## config.mk

```make
export PLATFORM = sky130hd
export DESIGN_NAME = spio_port
export DESIGN_NICKNAME = d
export VERILOG_FILES = /design/src/include/spio_pkg.sv /design/src/rtl/spio_port.sv
export VERILOG_INCLUDE_DIRS = /design/src /design/src/include
export SDC_FILE = /design/constraint.sdc
export NUM_CORES = 1
export LEC_CHECK = 0
export CAP_MARGIN = 15
export CORE_UTILIZATION = 40
export DETAILED_ROUTE_END_ITERATION = 10
export DONT_BUFFER_PORTS = 1
export PLACE_DENSITY = 0.52
export SYNTH_ARGS = -nofsm -noshare
export SYNTH_HDL_FRONTEND = slang
export SYNTH_SLANG_ARGS = --single-unit
```

## constraint.sdc

```tcl
create_clock -name CLK_IN -period 4.6 [get_ports CLK_IN]
set_clock_uncertainty 0.15 [all_clocks]
set_input_delay 0.92 -clock CLK_IN [delete_from_list [all_inputs] [get_ports CLK_IN]]
set_output_delay 0.92 -clock CLK_IN [all_outputs]
set_load 0.05 [all_outputs]
```

## src/include/spio_defines.svh

```systemverilog
// Register offsets, reset values and constants for the shared parallel I/O port.
// Functional notes
// Active peripheral drive disables port driver.
// Idle peripheral leaves pin to port.
// Direction one means input, zero output.
// Reset makes every implemented pin input.
// Latch read returns latch; write updates latch.
// Pin read returns pins; write updates latch.
// Unimplemented bits read zero everywhere.
// Per-pin mux pair selects data and enable.
// Input-only shared pins have no output mux.
// Analog pins read zero in pin register.
// Software sets analog pins as inputs.
// One cycle between update and read-back.
// Analog-select input forces pin read zero.
`ifndef SPIO_DEFINES_SVH
`define SPIO_DEFINES_SVH
`define SPIO_OFS_DIR 12'h000
`define SPIO_OFS_LAT 12'h004
`define SPIO_OFS_PIN 12'h008
`define SPIO_OFS_PERIPH 12'h00c
`define SPIO_DIR_RESET 16'hffff
`define SPIO_LAT_RESET 16'h0000
`endif

```

## src/include/spio_pkg.sv

```systemverilog
// Types shared by the shared parallel I/O port.
package spio_pkg;
	typedef enum logic [1:0] {
		SPIO_REG_DIR,
		SPIO_REG_LAT,
		SPIO_REG_PIN,
		SPIO_REG_NONE
	} spio_reg_t;
endpackage

```

## src/rtl/spio_port.sv

```systemverilog
// Shared parallel I/O port with APB register access and per-pin output muxes.
`timescale 1ns/1ps
`include "spio_defines.svh"
module spio_port import spio_pkg::*; #(
	parameter int WIDTH = 16,
	parameter logic [15:0] IMPL_MASK = 16'hffff,
	parameter logic [15:0] SHARED_MASK = 16'hffff
) (
	// Clock and reset.
	input wire logic CLK_IN,
	input wire logic SRST_IN,
	// APB slave.
	input wire logic PSEL_IN,
	input wire logic PENABLE_IN,
	input wire logic PWRITE_IN,
	input wire logic [11:0] PADDR_IN,
	input wire logic [31:0] PWDATA_IN,
	output logic [31:0] PRDATA_OUT,
	output logic PREADY_OUT,
	output logic PSLVERR_OUT,
	// Pads.
	input wire logic [WIDTH-1:0] PAD_IN,
	output logic [WIDTH-1:0] PAD_OUT,
	output logic [WIDTH-1:0] PAD_OE_OUT,
	// Peripheral side.
	input wire logic [WIDTH-1:0] PERIPH_EN_IN,
	input wire logic [WIDTH-1:0] PERIPH_DRIVE_IN,
	input wire logic [WIDTH-1:0] PERIPH_DATA_IN,
	// Converter configuration.
	input wire logic [WIDTH-1:0] ANALOG_PIN_SELECT_IN
);
	////////////////////////////////////////////////////////////////////////////////
	localparam logic [WIDTH-1:0] IMPL = IMPL_MASK[WIDTH-1:0];
	localparam logic [WIDTH-1:0] SHARED = SHARED_MASK[WIDTH-1:0];
	localparam logic [WIDTH-1:0] DIR_RST = WIDTH'(`SPIO_DIR_RESET);
	localparam logic [WIDTH-1:0] LAT_RST = WIDTH'(`SPIO_LAT_RESET);

	logic [WIDTH-1:0] direction_reg_q;
	logic [WIDTH-1:0] output_latch_reg_q;
	logic [WIDTH-1:0] pin_sample_q;
	logic [WIDTH-1:0] periph_own;
	logic [WIDTH-1:0] pin_level_reg;
	spio_reg_t sel;
	logic wr_en;

	// Address decode, used by both the write and read paths.
	function automatic spio_reg_t decode(input logic [11:0] addr);
		unique case (addr)
			`SPIO_OFS_DIR: decode = SPIO_REG_DIR;
			`SPIO_OFS_LAT: decode = SPIO_REG_LAT;
			`SPIO_OFS_PIN: decode = SPIO_REG_PIN;
			default: decode = SPIO_REG_NONE;
		endcase
	endfunction

	assign sel = decode(PADDR_IN);
	assign wr_en = PSEL_IN && PENABLE_IN && PWRITE_IN;
	// Zero-wait slave; unmapped addresses answer with an error.
	assign PREADY_OUT = 1'b1;
	assign PSLVERR_OUT = PSEL_IN && PENABLE_IN && (sel == SPIO_REG_NONE);

	////////////////////////////////////////////////////////////////////////////////
	// Direction register; reset sets implemented pins to input.
	always_ff @(posedge CLK_IN) begin
		if (SRST_IN) begin
			direction_reg_q <= DIR_RST & IMPL;
		end else if (wr_en && sel == SPIO_REG_DIR) begin
			direction_reg_q <= PWDATA_IN[WIDTH-1:0] & IMPL;
		end
	end

	// Output latch; pin-register writes land here too, no separate store exists.
	always_ff @(posedge CLK_IN) begin
		if (SRST_IN) begin
			output_latch_reg_q <= LAT_RST;
		end else if (wr_en && (sel == SPIO_REG_LAT || sel == SPIO_REG_PIN)) begin
			output_latch_reg_q <= PWDATA_IN[WIDTH-1:0] & IMPL;
		end
	end

	// Pad sampler; this register stage is the one cycle of read-back latency.
	always_ff @(posedge CLK_IN) begin
		if (SRST_IN) begin
			pin_sample_q <= '0;
		end else begin
			pin_sample_q <= PAD_IN;
		end
	end

	// Analog pins and unimplemented bits read low regardless of voltage.
	assign pin_level_reg = pin_sample_q & ~ANALOG_PIN_SELECT_IN & IMPL;

	////////////////////////////////////////////////////////////////////////////////
	// Per-pin mux pair; pins not both shared and implemented skip it, so the port owns the pad.
	generate
		for (genvar i = 0; i < WIDTH; i++) begin : g_pin
			if (SHARED[i] && IMPL[i]) begin : g_shared
				assign periph_own[i] = PERIPH_EN_IN[i] & PERIPH_DRIVE_IN[i];
			end else begin : g_dedicated
				assign periph_own[i] = 1'b0;
			end
			// Data mux and enable mux; direction one turns the port driver off.
			assign PAD_OUT[i] = periph_own[i] ? PERIPH_DATA_IN[i]
				: output_latch_reg_q[i];
			assign PAD_OE_OUT[i] = periph_own[i] ? 1'b1
				: (IMPL[i] & ~direction_reg_q[i]);
		end
	endgenerate

	////////////////////////////////////////////////////////////////////////////////
	// Read data registered at the setup cycle so it is valid in the access phase.
	always_ff @(posedge CLK_IN) begin
		if (SRST_IN) begin
			PRDATA_OUT <= '0;
		end else if (PSEL_IN && !PENABLE_IN && !PWRITE_IN) begin
			unique case (sel)
				SPIO_REG_DIR: PRDATA_OUT <= 32'(direction_reg_q);
				SPIO_REG_LAT: PRDATA_OUT <= 32'(output_latch_reg_q);
				SPIO_REG_PIN: PRDATA_OUT <= 32'(pin_level_reg);
				SPIO_REG_NONE: PRDATA_OUT <= '0;
			endcase
		end
	end

	////////////////////////////////////////////////////////////////////////////////
	// Checks on reset, on the state registers and on unimplemented pads.
	// These watch the stored state and the unimplemented pad enables, so they hold whatever the pads do.

	// Reset leaves every implemented pin undriven by the port.
	// The property is not disabled by reset because reset is its trigger.
	a_reset_inputs: assert property (@(posedge CLK_IN)
		SRST_IN |=> (direction_reg_q == (DIR_RST & IMPL)))
		else $error("direction not input after reset");

	// Reset also clears the latch, so a later output turn-on drives a known level.
	// Without this a pin switched to output would show leftover data.
	a_reset_latch: assert property (@(posedge CLK_IN)
		SRST_IN |=> (output_latch_reg_q == (LAT_RST & IMPL)))
		else $error("latch not cleared by reset");

	// Unimplemented bits never hold state in the direction register or the latch.
	// A write of all ones must not leave a stray bit behind.
	a_unimpl_zero: assert property (@(posedge CLK_IN) disable iff (SRST_IN)
		((direction_reg_q & ~IMPL) == '0) && ((output_latch_reg_q & ~IMPL) == '0))
		else $error("unimplemented bit set");

	// Unimplemented bits never drive their pad.
	// The pad cell of a missing pin must stay released at all times.
	a_unimpl_pad: assert property (@(posedge CLK_IN) disable iff (SRST_IN)
		(PAD_OE_OUT & ~IMPL) == '0)
		else $error("unimplemented pad driven");

	// Direction write lands one edge after the access phase.
	// Only implemented bits take the written value.
	a_dir_wr: assert property (@(posedge CLK_IN) disable iff (SRST_IN)
		(wr_en && sel == SPIO_REG_DIR) |=>
		direction_reg_q == ($past(PWDATA_IN[WIDTH-1:0]) & IMPL))
		else $error("direction write lost");

	// Pin-register write updates the latch.
	// There is no separate store behind the pin address.
	a_pin_wr_latch: assert property (@(posedge CLK_IN) disable iff (SRST_IN)
		(wr_en && sel == SPIO_REG_PIN) |=>
		output_latch_reg_q == ($past(PWDATA_IN[WIDTH-1:0]) & IMPL))
		else $error("pin write missed latch");

	// Latch write updates the latch.
	a_lat_wr: assert property (@(posedge CLK_IN) disable iff (SRST_IN)
		(wr_en && sel == SPIO_REG_LAT) |=>
		output_latch_reg_q == ($past(PWDATA_IN[WIDTH-1:0]) & IMPL))
		else $error("latch write lost");

	// A write to an unmapped address changes no state.
	// Software that strays off the map must not move a pin.
	a_bad_wr_keep: assert property (@(posedge CLK_IN) disable iff (SRST_IN)
		(wr_en && sel == SPIO_REG_NONE) |=>
		$stable(direction_reg_q) && $stable(output_latch_reg_q))
		else $error("unmapped write changed state");

	////////////////////////////////////////////////////////////////////////////////
	// Checks on the pin read path.
	// The sampler adds one cycle, which is the read-back gap software must leave.

	// The sampler follows the pad with one cycle of lag.
	// The first edge after reset is skipped, since the sampler was held at zero.
	a_pin_lag: assert property (@(posedge CLK_IN) disable iff (SRST_IN)
		!$past(SRST_IN) |-> (pin_sample_q == $past(PAD_IN)))
		else $error("pad sampler lag wrong");

	// Analog pins read low; other implemented pins show the pad level one cycle later.
	a_analog_low: assert property (@(posedge CLK_IN) disable iff (SRST_IN)
		!$past(SRST_IN) |-> ((pin_level_reg & ANALOG_PIN_SELECT_IN) == '0) &&
		(pin_level_reg == ($past(PAD_IN) & ~ANALOG_PIN_SELECT_IN & IMPL)))
		else $error("pin read wrong");

	// The analog select alone forces the read bit low, whatever the sampler holds.
	a_analog_force: assert property (@(posedge CLK_IN) disable iff (SRST_IN)
		((pin_level_reg & ANALOG_PIN_SELECT_IN) == '0) &&
		((pin_level_reg & ~IMPL) == '0))
		else $error("analog select ignored");

	////////////////////////////////////////////////////////////////////////////////
	// Checks on the pad multiplexers.
	// The pad outputs are combinational, so they are compared in the same cycle.

	// Port output follows direction and latch when the peripheral is idle.
	a_port_drive: assert property (@(posedge CLK_IN) disable iff (SRST_IN)
		((PERIPH_DRIVE_IN & SHARED) == '0) |->
		(PAD_OE_OUT == (IMPL & ~direction_reg_q)) && (PAD_OUT == output_latch_reg_q))
		else $error("port drive wrong");

	// Per pin, an idle peripheral leaves data and enable to the port.
	// This covers the mixed case where only some peripherals drive.
	a_idle_bits: assert property (@(posedge CLK_IN) disable iff (SRST_IN)
		(((PAD_OUT ^ output_latch_reg_q) & ~periph_own) == '0) &&
		(((PAD_OE_OUT ^ (IMPL & ~direction_reg_q)) & ~periph_own) == '0))
		else $error("idle pin not port driven");

	// Direction one releases a pad that the peripheral does not own.
	a_dir_input: assert property (@(posedge CLK_IN) disable iff (SRST_IN)
		(PAD_OE_OUT & direction_reg_q & ~periph_own) == '0)
		else $error("input pin driven");

	// Direction zero drives an implemented pad, from the latch when the peripheral does not own it.
	a_dir_output: assert property (@(posedge CLK_IN) disable iff (SRST_IN)
		((~PAD_OE_OUT & ~direction_reg_q & IMPL) == '0))
		else $error("output pin released");

	// Active peripheral owns shared pads.
	a_periph_own: assert property (@(posedge CLK_IN) disable iff (SRST_IN)
		((PAD_OE_OUT & periph_own) == periph_own) &&
		((PAD_OUT & periph_own) == (PERIPH_DATA_IN & periph_own)))
		else $error("peripheral lost pad");

	// Ownership needs both enable and drive on a shared, implemented pin.
	// An enabled peripheral that is not driving must not take the pad.
	a_own_terms: assert property (@(posedge CLK_IN) disable iff (SRST_IN)
		periph_own == (PERIPH_EN_IN & PERIPH_DRIVE_IN & SHARED & IMPL))
		else $error("mux select wrong");

	// Dedicated pins never pass to the peripheral.
	a_dedicated: assert property (@(posedge CLK_IN) disable iff (SRST_IN)
		(periph_own & ~(SHARED & IMPL)) == '0)
		else $error("dedicated pin muxed");

	////////////////////////////////////////////////////////////////////////////////
	// Checks on the bus side.
	// Read data is captured at the setup edge and must stand through the access phase.

	// A read in the access phase shows the direction register.
	a_dir_read: assert property (@(posedge CLK_IN) disable iff (SRST_IN)
		(PSEL_IN && !PENABLE_IN && !PWRITE_IN && sel == SPIO_REG_DIR) |=>
		PRDATA_OUT == 32'($past(direction_reg_q)))
		else $error("direction read wrong");

	// A latch read returns the latch, not the pins.
	a_lat_read: assert property (@(posedge CLK_IN) disable iff (SRST_IN)
		(PSEL_IN && !PENABLE_IN && !PWRITE_IN && sel == SPIO_REG_LAT) |=>
		PRDATA_OUT == 32'($past(output_latch_reg_q)))
		else $error("latch read wrong");

	// A pin read returns the sampled, masked pin levels.
	a_pin_read: assert property (@(posedge CLK_IN) disable iff (SRST_IN)
		(PSEL_IN && !PENABLE_IN && !PWRITE_IN && sel == SPIO_REG_PIN) |=>
		PRDATA_OUT == 32'($past(pin_level_reg)))
		else $error("pin read data wrong");

	// Read data never shows a bit that the variant lacks.
	a_read_unimpl: assert property (@(posedge CLK_IN) disable iff (SRST_IN)
		(PRDATA_OUT & ~32'(IMPL)) == '0)
		else $error("unimplemented bit read");

	// Read data stands until the next read setup, so a slow master still sees it.
	a_read_hold: assert property (@(posedge CLK_IN) disable iff (SRST_IN)
		!(PSEL_IN && !PENABLE_IN && !PWRITE_IN) |=> $stable(PRDATA_OUT))
		else $error("read data moved");

	// Unmapped accesses answer with an error in the access phase.
	a_bad_addr_err: assert property (@(posedge CLK_IN) disable iff (SRST_IN)
		(PSEL_IN && PENABLE_IN && sel == SPIO_REG_NONE) |-> PSLVERR_OUT)
		else $error("unmapped access not refused");

	// Mapped accesses never raise the error.
	a_good_addr_ok: assert property (@(posedge CLK_IN) disable iff (SRST_IN)
		(sel != SPIO_REG_NONE) |-> !PSLVERR_OUT)
		else $error("mapped access refused");
endmodule

```

==> impl_metrics.toml, run 1 <==
[sta]
worst_slew_pin_slew_ns = 0.874
rsz0062_at_grt = "no"
fmax_mhz = 293
hold_viol_final = 0
fin_crit_ns = 3.41
finalSetupViolCount = 0
relSlewSlack_pct = 41.6
finalCritPeriodShare_pct = 74.2
finalSetupTns_ns = 0
slew_viol_final = 0

[setup_path]
r2r_start = "output_latch_reg_q[0]$_SDFFE_PP0P_"
worstPathRequired_ns = 3.53
r2r_cells = 3
cp_max_fo = 6
rrSetupSlack_ns = 3.47
crit_type = "in -> out"
cp-end-kind = "output port"
crit_path_start_kind = "primary input"
cp.arrival_ns = 2.34
rr_endpoint = "PRDATA_OUT[0]$_SDFFE_PP0P_"

[die]
boundaryPins = 195
initial_utilization_pct = 41.4
fp.dieH_um = 91.7
core_mm2 = 0.00777
die_w_um = 91.7
rows = 32
die_area_mm2 = 0.00840

[global_routing]
track_usage_pct = 20.3
grt_pass1_wl_mm = 12.9
grt.overflow.total = 0
grt_antenna_before_repair = 0
grt_start_max_net_pins = 67
grt_pass1_vias = 2363

[clock_tree]
postCtsSetupBuffers = 0
cts.sinks = 64
cts_buffer_depth = 2
h-tree-depth = 3
cts-buffers-inserted = 9
cts_root_buf = "clkbuf_8"
holdBufCountCts = 0
tritoncts = "built"
clk-insertion-delay-late_ns = 0.34
cts.repair.resized = 0
cts.clk_slew.worst_paths_ns = 0.07

[worst_hold_path]
min_to = "output_latch_reg_q[3]$_SDFFE_PP0P_"
hold_path_depth = 2
worstHoldStart = "output_latch_reg_q[3]$_SDFFE_PP0P_"
hp-class = "reg -> reg"

[placement]
routabilityCongestion = 0.758
place_inst = 472
portBuffers = 0
dp_hpwl_mm = 6.14

[yosys]
seq_area_frac_synth_pct = 39.8
synth-async-reset-ratio_pct = 0
synth_top_family_by_area = "simple AND/OR/NAND/NOR gates"
synth-edff-count = 0
syn_area_mm2 = 0.00322
ys.flop_type = "dfxtp_1"
yosysUniqueCellTypes = 33
avgSynthCellArea_um2 = 8.16
yosysWarningCount = 0
synth-simple-area-share_pct = 21.2
synth_compound_area_share_pct = 17.2
synthCells = 394
synth_fa_ha_area_share_pct = 1.17
synthMuxAreaShare_pct = 10.6
ys_seq_elements = 64
synth_xor_xnor_area_share_pct = 0

[route]
ant_nets = 0
wl_per_cell_um = 17.4
drt_iter0_drc = 96
vias = 2599
viasPerCell = 5.33
drc = 0
first_pass_iters = 4
wirelength_mm = 8.49

[pwr]
p_leak_nw = 1.41
vdd_drop_max_mv = 0.160
p_per_area_mw_per_mm2 = 349

[finish]
fin_nets = 513
drive_above_1_share_pct = 15.0
antenna-diode-count = 0
num-fill-cells = 822
instances_no_fill = 488
multi_input_area_mm2 = 0.00168
syn_to_final_growth_pct = 5.10
finish.utilization_pct = 43.5
seqCellArea_mm2 = 0.00128

[outcome]
status = "finished, final reports clean"

[run]
drv_cap = 0
-- cells in the final DEF (no fill, tap or decap), types with 2 or more instances in the layout --
cell        instances
nand2b_1            2
conb_1             17
ha_1                3
nand3_1             2
o21ai_1            14
o21ai_0             2
inv_1              17
nor2_1             37
nor4_2              2
nor3b_1             2
nand2_1            83
clkbuf_8           10
nor2b_1            17
dfxtp_1            64
clkinvlp_4          2
a32oi_1            15
mux2i_1            16
mux2_2             16
buf_4               3
a21oi_1            32
a31o_2             15
-- per-stage QoR --
step                setup slack, ns  instance area, um2  total power [mW]  hold WS, ns
detailed placement             1.20                3170             0.696        0.314
global route                   1.04                3380              1.23        0.351
global placement               1.22                3170             0.695        0.312
floorplan                      1.34                3270             0.707        0.295
finish                         1.19                3380              1.18        0.326
CTS                            1.19                3380              1.20        0.324
-- kinds of logic (layout without fill, tap and decap cells) --
logic type	after synthesis	after routing
AOI/OAI and AO/OA	82	82
DFF	64	64
adders and majority gates	3	3
other	2	17
and+or+nand+nor	152	152
muxes	32	32
buffers and inverters	59	36
-- synth_stat cells, types with 3 or more instances --
cell type / instances / area share (%)
a21oi_1: 32 / 5.0
a31o_2: 15 / 4.1
a32oi_1: 15 / 4.1
buf_2: 5 / 0.78
buf_4: 18 / 4.2
clkbuf_1: 18 / 2.1
dfxtp_1: 64 / 40
ha_1: 3 / 1.2
inv_1: 17 / 2.0
mux2_2: 16 / 5.6
mux2i_1: 16 / 5.0
nand2_1: 83 / 9.7
nor2_1: 37 / 4.3
nor2b_1: 17 / 3.3
o21ai_1: 14 / 2.2
-- worst max path at each step --
| stage | startpoint | end | slack [ns] | cells after the start |
|---|---|---|---|---|
| floorplan | PADDR_IN[6] | PSLVERR_OUT | 1.34 | 6 |
| global placement | PADDR_IN[1] | PSLVERR_OUT | 1.22 | 7 |
| detailed placement | PADDR_IN[1] | PSLVERR_OUT | 1.20 | 7 |
| CTS | PADDR_IN[1] | PSLVERR_OUT | 1.19 | 7 |
| global route | PADDR_IN[1] | PSLVERR_OUT | 1.04 | 7 |
| finish | PADDR_IN[1] | PSLVERR_OUT | 1.19 | 7 |
-- worst max-delay path, cell delays in order --
cell and delay (ns):
nor4_4 0.38, nand3_1 0.12, nor3b_1 0.28, inv_1 0.11, ha_1 0.25, nand3_1 0.08, nor2_1 0.20
-- sequential cells by signal, summed over array words and instances, names as in the netlist --
name                flops
PRDATA_OUT             16
direction_reg_q        16
output_latch_reg_q     16
pin_sample_q           16
-- where the power goes --
part	leakage [nW]	internal [mW]	switching [mW]
clock	0.0989	0.267	0.230
sequential	0.520	0.561	0.00207
combinational	0.788	0.0206	0.0988
-- cell type report --
type | instances | share of cell area [%]
Inverter | 17 | 1.89
Clock buffer | 10 | 4.07
Timing Repair Buffer | 3 | 0.666
Tap cell | 102 | 3.78
Sequential cell | 64 | 37.9
Multi-Input combinational cell | 286 | 49.7
Clock inverter | 6 | 2.00
-- per-layer routing --
layer / global-route usage [%] / up-vias / part of all wire (%)
met3: 8.71 / 6 / 8.8
li1: - / 1280 / -
met2: 28.7 / 110 / 43
met1: 28.0 / 1203 / 47
met5: 0 / - / 0
met4: 5.56 / 0 / 0.60
No activity file was read; power rests on OpenSTA's default activity.
==> run 2: changes to the inputs <==
Settings changed: PLACE_DENSITY 0.52 to 0.54.
Clock period 4.6 ns to 2.8 ns, I/O delays scaled along.
==> impl_metrics.toml, run 2 (synthesis gave the netlist of run 1 again) <==
[clock_tree]
cts_root_buf = "clkbuf_8"
cts.clk_slew.worst_paths_ns = 0.07
clk-insertion-delay-late_ns = 0.33
h-tree-depth = 3
tritoncts = "built"
cts_buffer_depth = 2
cts.repair.resized = 0
cts.sinks = 64
holdBufCountCts = 0
postCtsSetupBuffers = 0
cts-buffers-inserted = 9

[setup_path]
cpMostUsedCell = "nand3_1"
cp.arrival_ns = 1.98
cpMaxStageDelayCell = "nor4_2"
crit_type = "in -> out"
crit_path_start_kind = "primary input"
r2r_cells = 2
cp_max_fo = 4
path_depth = 7
cp-end-kind = "output port"
rrSetupSlack_ns = 1.71
crit_path_max_incr_delay_ns = 0.37
path_delay_family = "simple AND/OR/NAND/NOR gates"
crit_path_cell_trace = "nor4_2 > nand3_1 > nor3b_1 > inv_1 > ha_1 > nand3_1 > nor2_1"
worst-path-buf-inv = 1
worstPathRequired_ns = 2.09

[sta]
fmax_mhz = 372
finalCritPeriodShare_pct = 95.9
fin_crit_ns = 2.69
relSlewSlack_pct = 20.8
finalSetupTns_ns = 0
worst_slew_pin_slew_ns = 1.18
rsz0062_at_grt = "no"
finalSetupViolCount = 0
hold_viol_final = 0
slew_viol_final = 0

[worst_hold_path]
hold_path_depth = 1
hp-class = "in -> reg"

[die]
rows = 32
boundaryPins = 195
fp.dieH_um = 91.7
die_w_um = 91.7
die_area_mm2 = 0.00840
initial_utilization_pct = 41.4
core_mm2 = 0.00777

[route]
met2_length_mm = 3.44
ant_nets = 0
drt-met1-wl_mm = 4.07
highest_layer = "met4"
met3_length_um = 829
first_pass_iters = 4
drt_iter0_drc = 135
wirelength_mm = 8.45
drc = 0
wl_per_cell_um = 17.2
vias = 2590
viasPerCell = 5.27

[pwr]
pwr-share-comb_pct = 10.3
p_leak_nw = 1.44
intPower_mw = 1.40
swShare_pct = 26.4
p_sw_mw = 0.504
power_frac_clock_pct = 41.2
finalPower_mw = 1.91
seqPwrFrac_pct = 48.5
p_per_area_mw_per_mm2 = 556
vdd_drop_max_mv = 0.224

[placement]
dp_hpwl_mm = 6.25
dpl_cell_area_mm2 = 0.00324
routabilityCongestion = 0.744
portBuffers = 0
place_inst = 477

[finish]
antenna-diode-count = 0
instances_no_fill = 491
layout_commonest_cell = "nand2_1"
fin_nets = 518
final_cell_mix = "nand2_1 (83), dfxtp_1 (64), nor2_1 (37)"
design_area_mm2 = 0.00343
drive_above_1_share_pct = 15.7
syn_to_final_growth_pct = 6.69
finish.utilization_pct = 44.2

[global_routing]
grt_pass1_vias = 2290
grt.overflow.total = 0
track_usage_pct = 19.8
grt_pass1_wl_mm = 12.6
grt_start_max_net_pins = 67
grt_antenna_before_repair = 0

[outcome]
status = "finished, final reports clean"

[run]
drv_cap = 0
==> run 2: cell types whose count changed in the layout (fill, tap and decap cells not counted) <==
cell,change
clkbuf_8,+1
clkinvlp_4,-1
buf_12,+2
inv_6,-1
clkinv_4,-1
buf_4,+3
==> run 2: worst paths after layout <==
| check | end | startpoint |
|---|---|---|
| hold reg to reg | output_latch_reg_q[4]$_SDFFE_PP0P_ | output_latch_reg_q[4]$_SDFFE_PP0P_ |
| hold / removal | pin_sample_q[0]$_SDFF_PP0_ | SRST_IN |
| setup / recovery | PSLVERR_OUT | PADDR_IN[7] |
| setup reg to reg | PRDATA_OUT[15]$_SDFFE_PP0P_ | PRDATA_OUT[15]$_SDFFE_PP0P_ |
==> run 2: cell type report <==
class | instances | area, um2
sequential | 64 | 1280
clock buffer | 11 | 151
multi-input combinational | 286 | 1680
fill | 808 | 4340
tap | 102 | 128
timing repair buffer | 8 | 85.1
inverter | 17 | 63.8
clock inverter | 3 | 42.5
==> run 2: metal layers <==
layer / GRT usage (%) / vias up
li1: - / 1283
met1: 28.3 / 1167
met2: 27.8 / 130
met3: 6.22 / 10
met4: 7.14 / 0
met5: 0 / -
==> run 2: worst reg2reg max path, cell delays in order, from the launching register on <==
cell and delay [ns]:
dfxtp_1 0.65, nand2_1 0.10, o31ai_1 0.10
==> run 2: power by group through the flow <==
stage / clock [mW] / sequential (mW) / combinational [mW]
after floorplan: 0 / 0.945 / 0.216
after global placement: 0 / 0.946 / 0.195
after detailed placement: 0 / 0.946 / 0.196
after CTS: 0.802 / 0.926 / 0.197
after global routing: 0.844 / 0.926 / 0.205
final: 0.786 / 0.926 / 0.196
==> run 2: stage by stage <==
stage | setup WS [ns] | hold slack, ns
global placement | 0.0395 | 0.313
detailed placement | -0.0189 | 0.320
floorplan | 0.200 | 0.295
finish | 0.114 | 0.152
CTS | 0.0988 | 0.135
global route | 0.00301 | 0.144
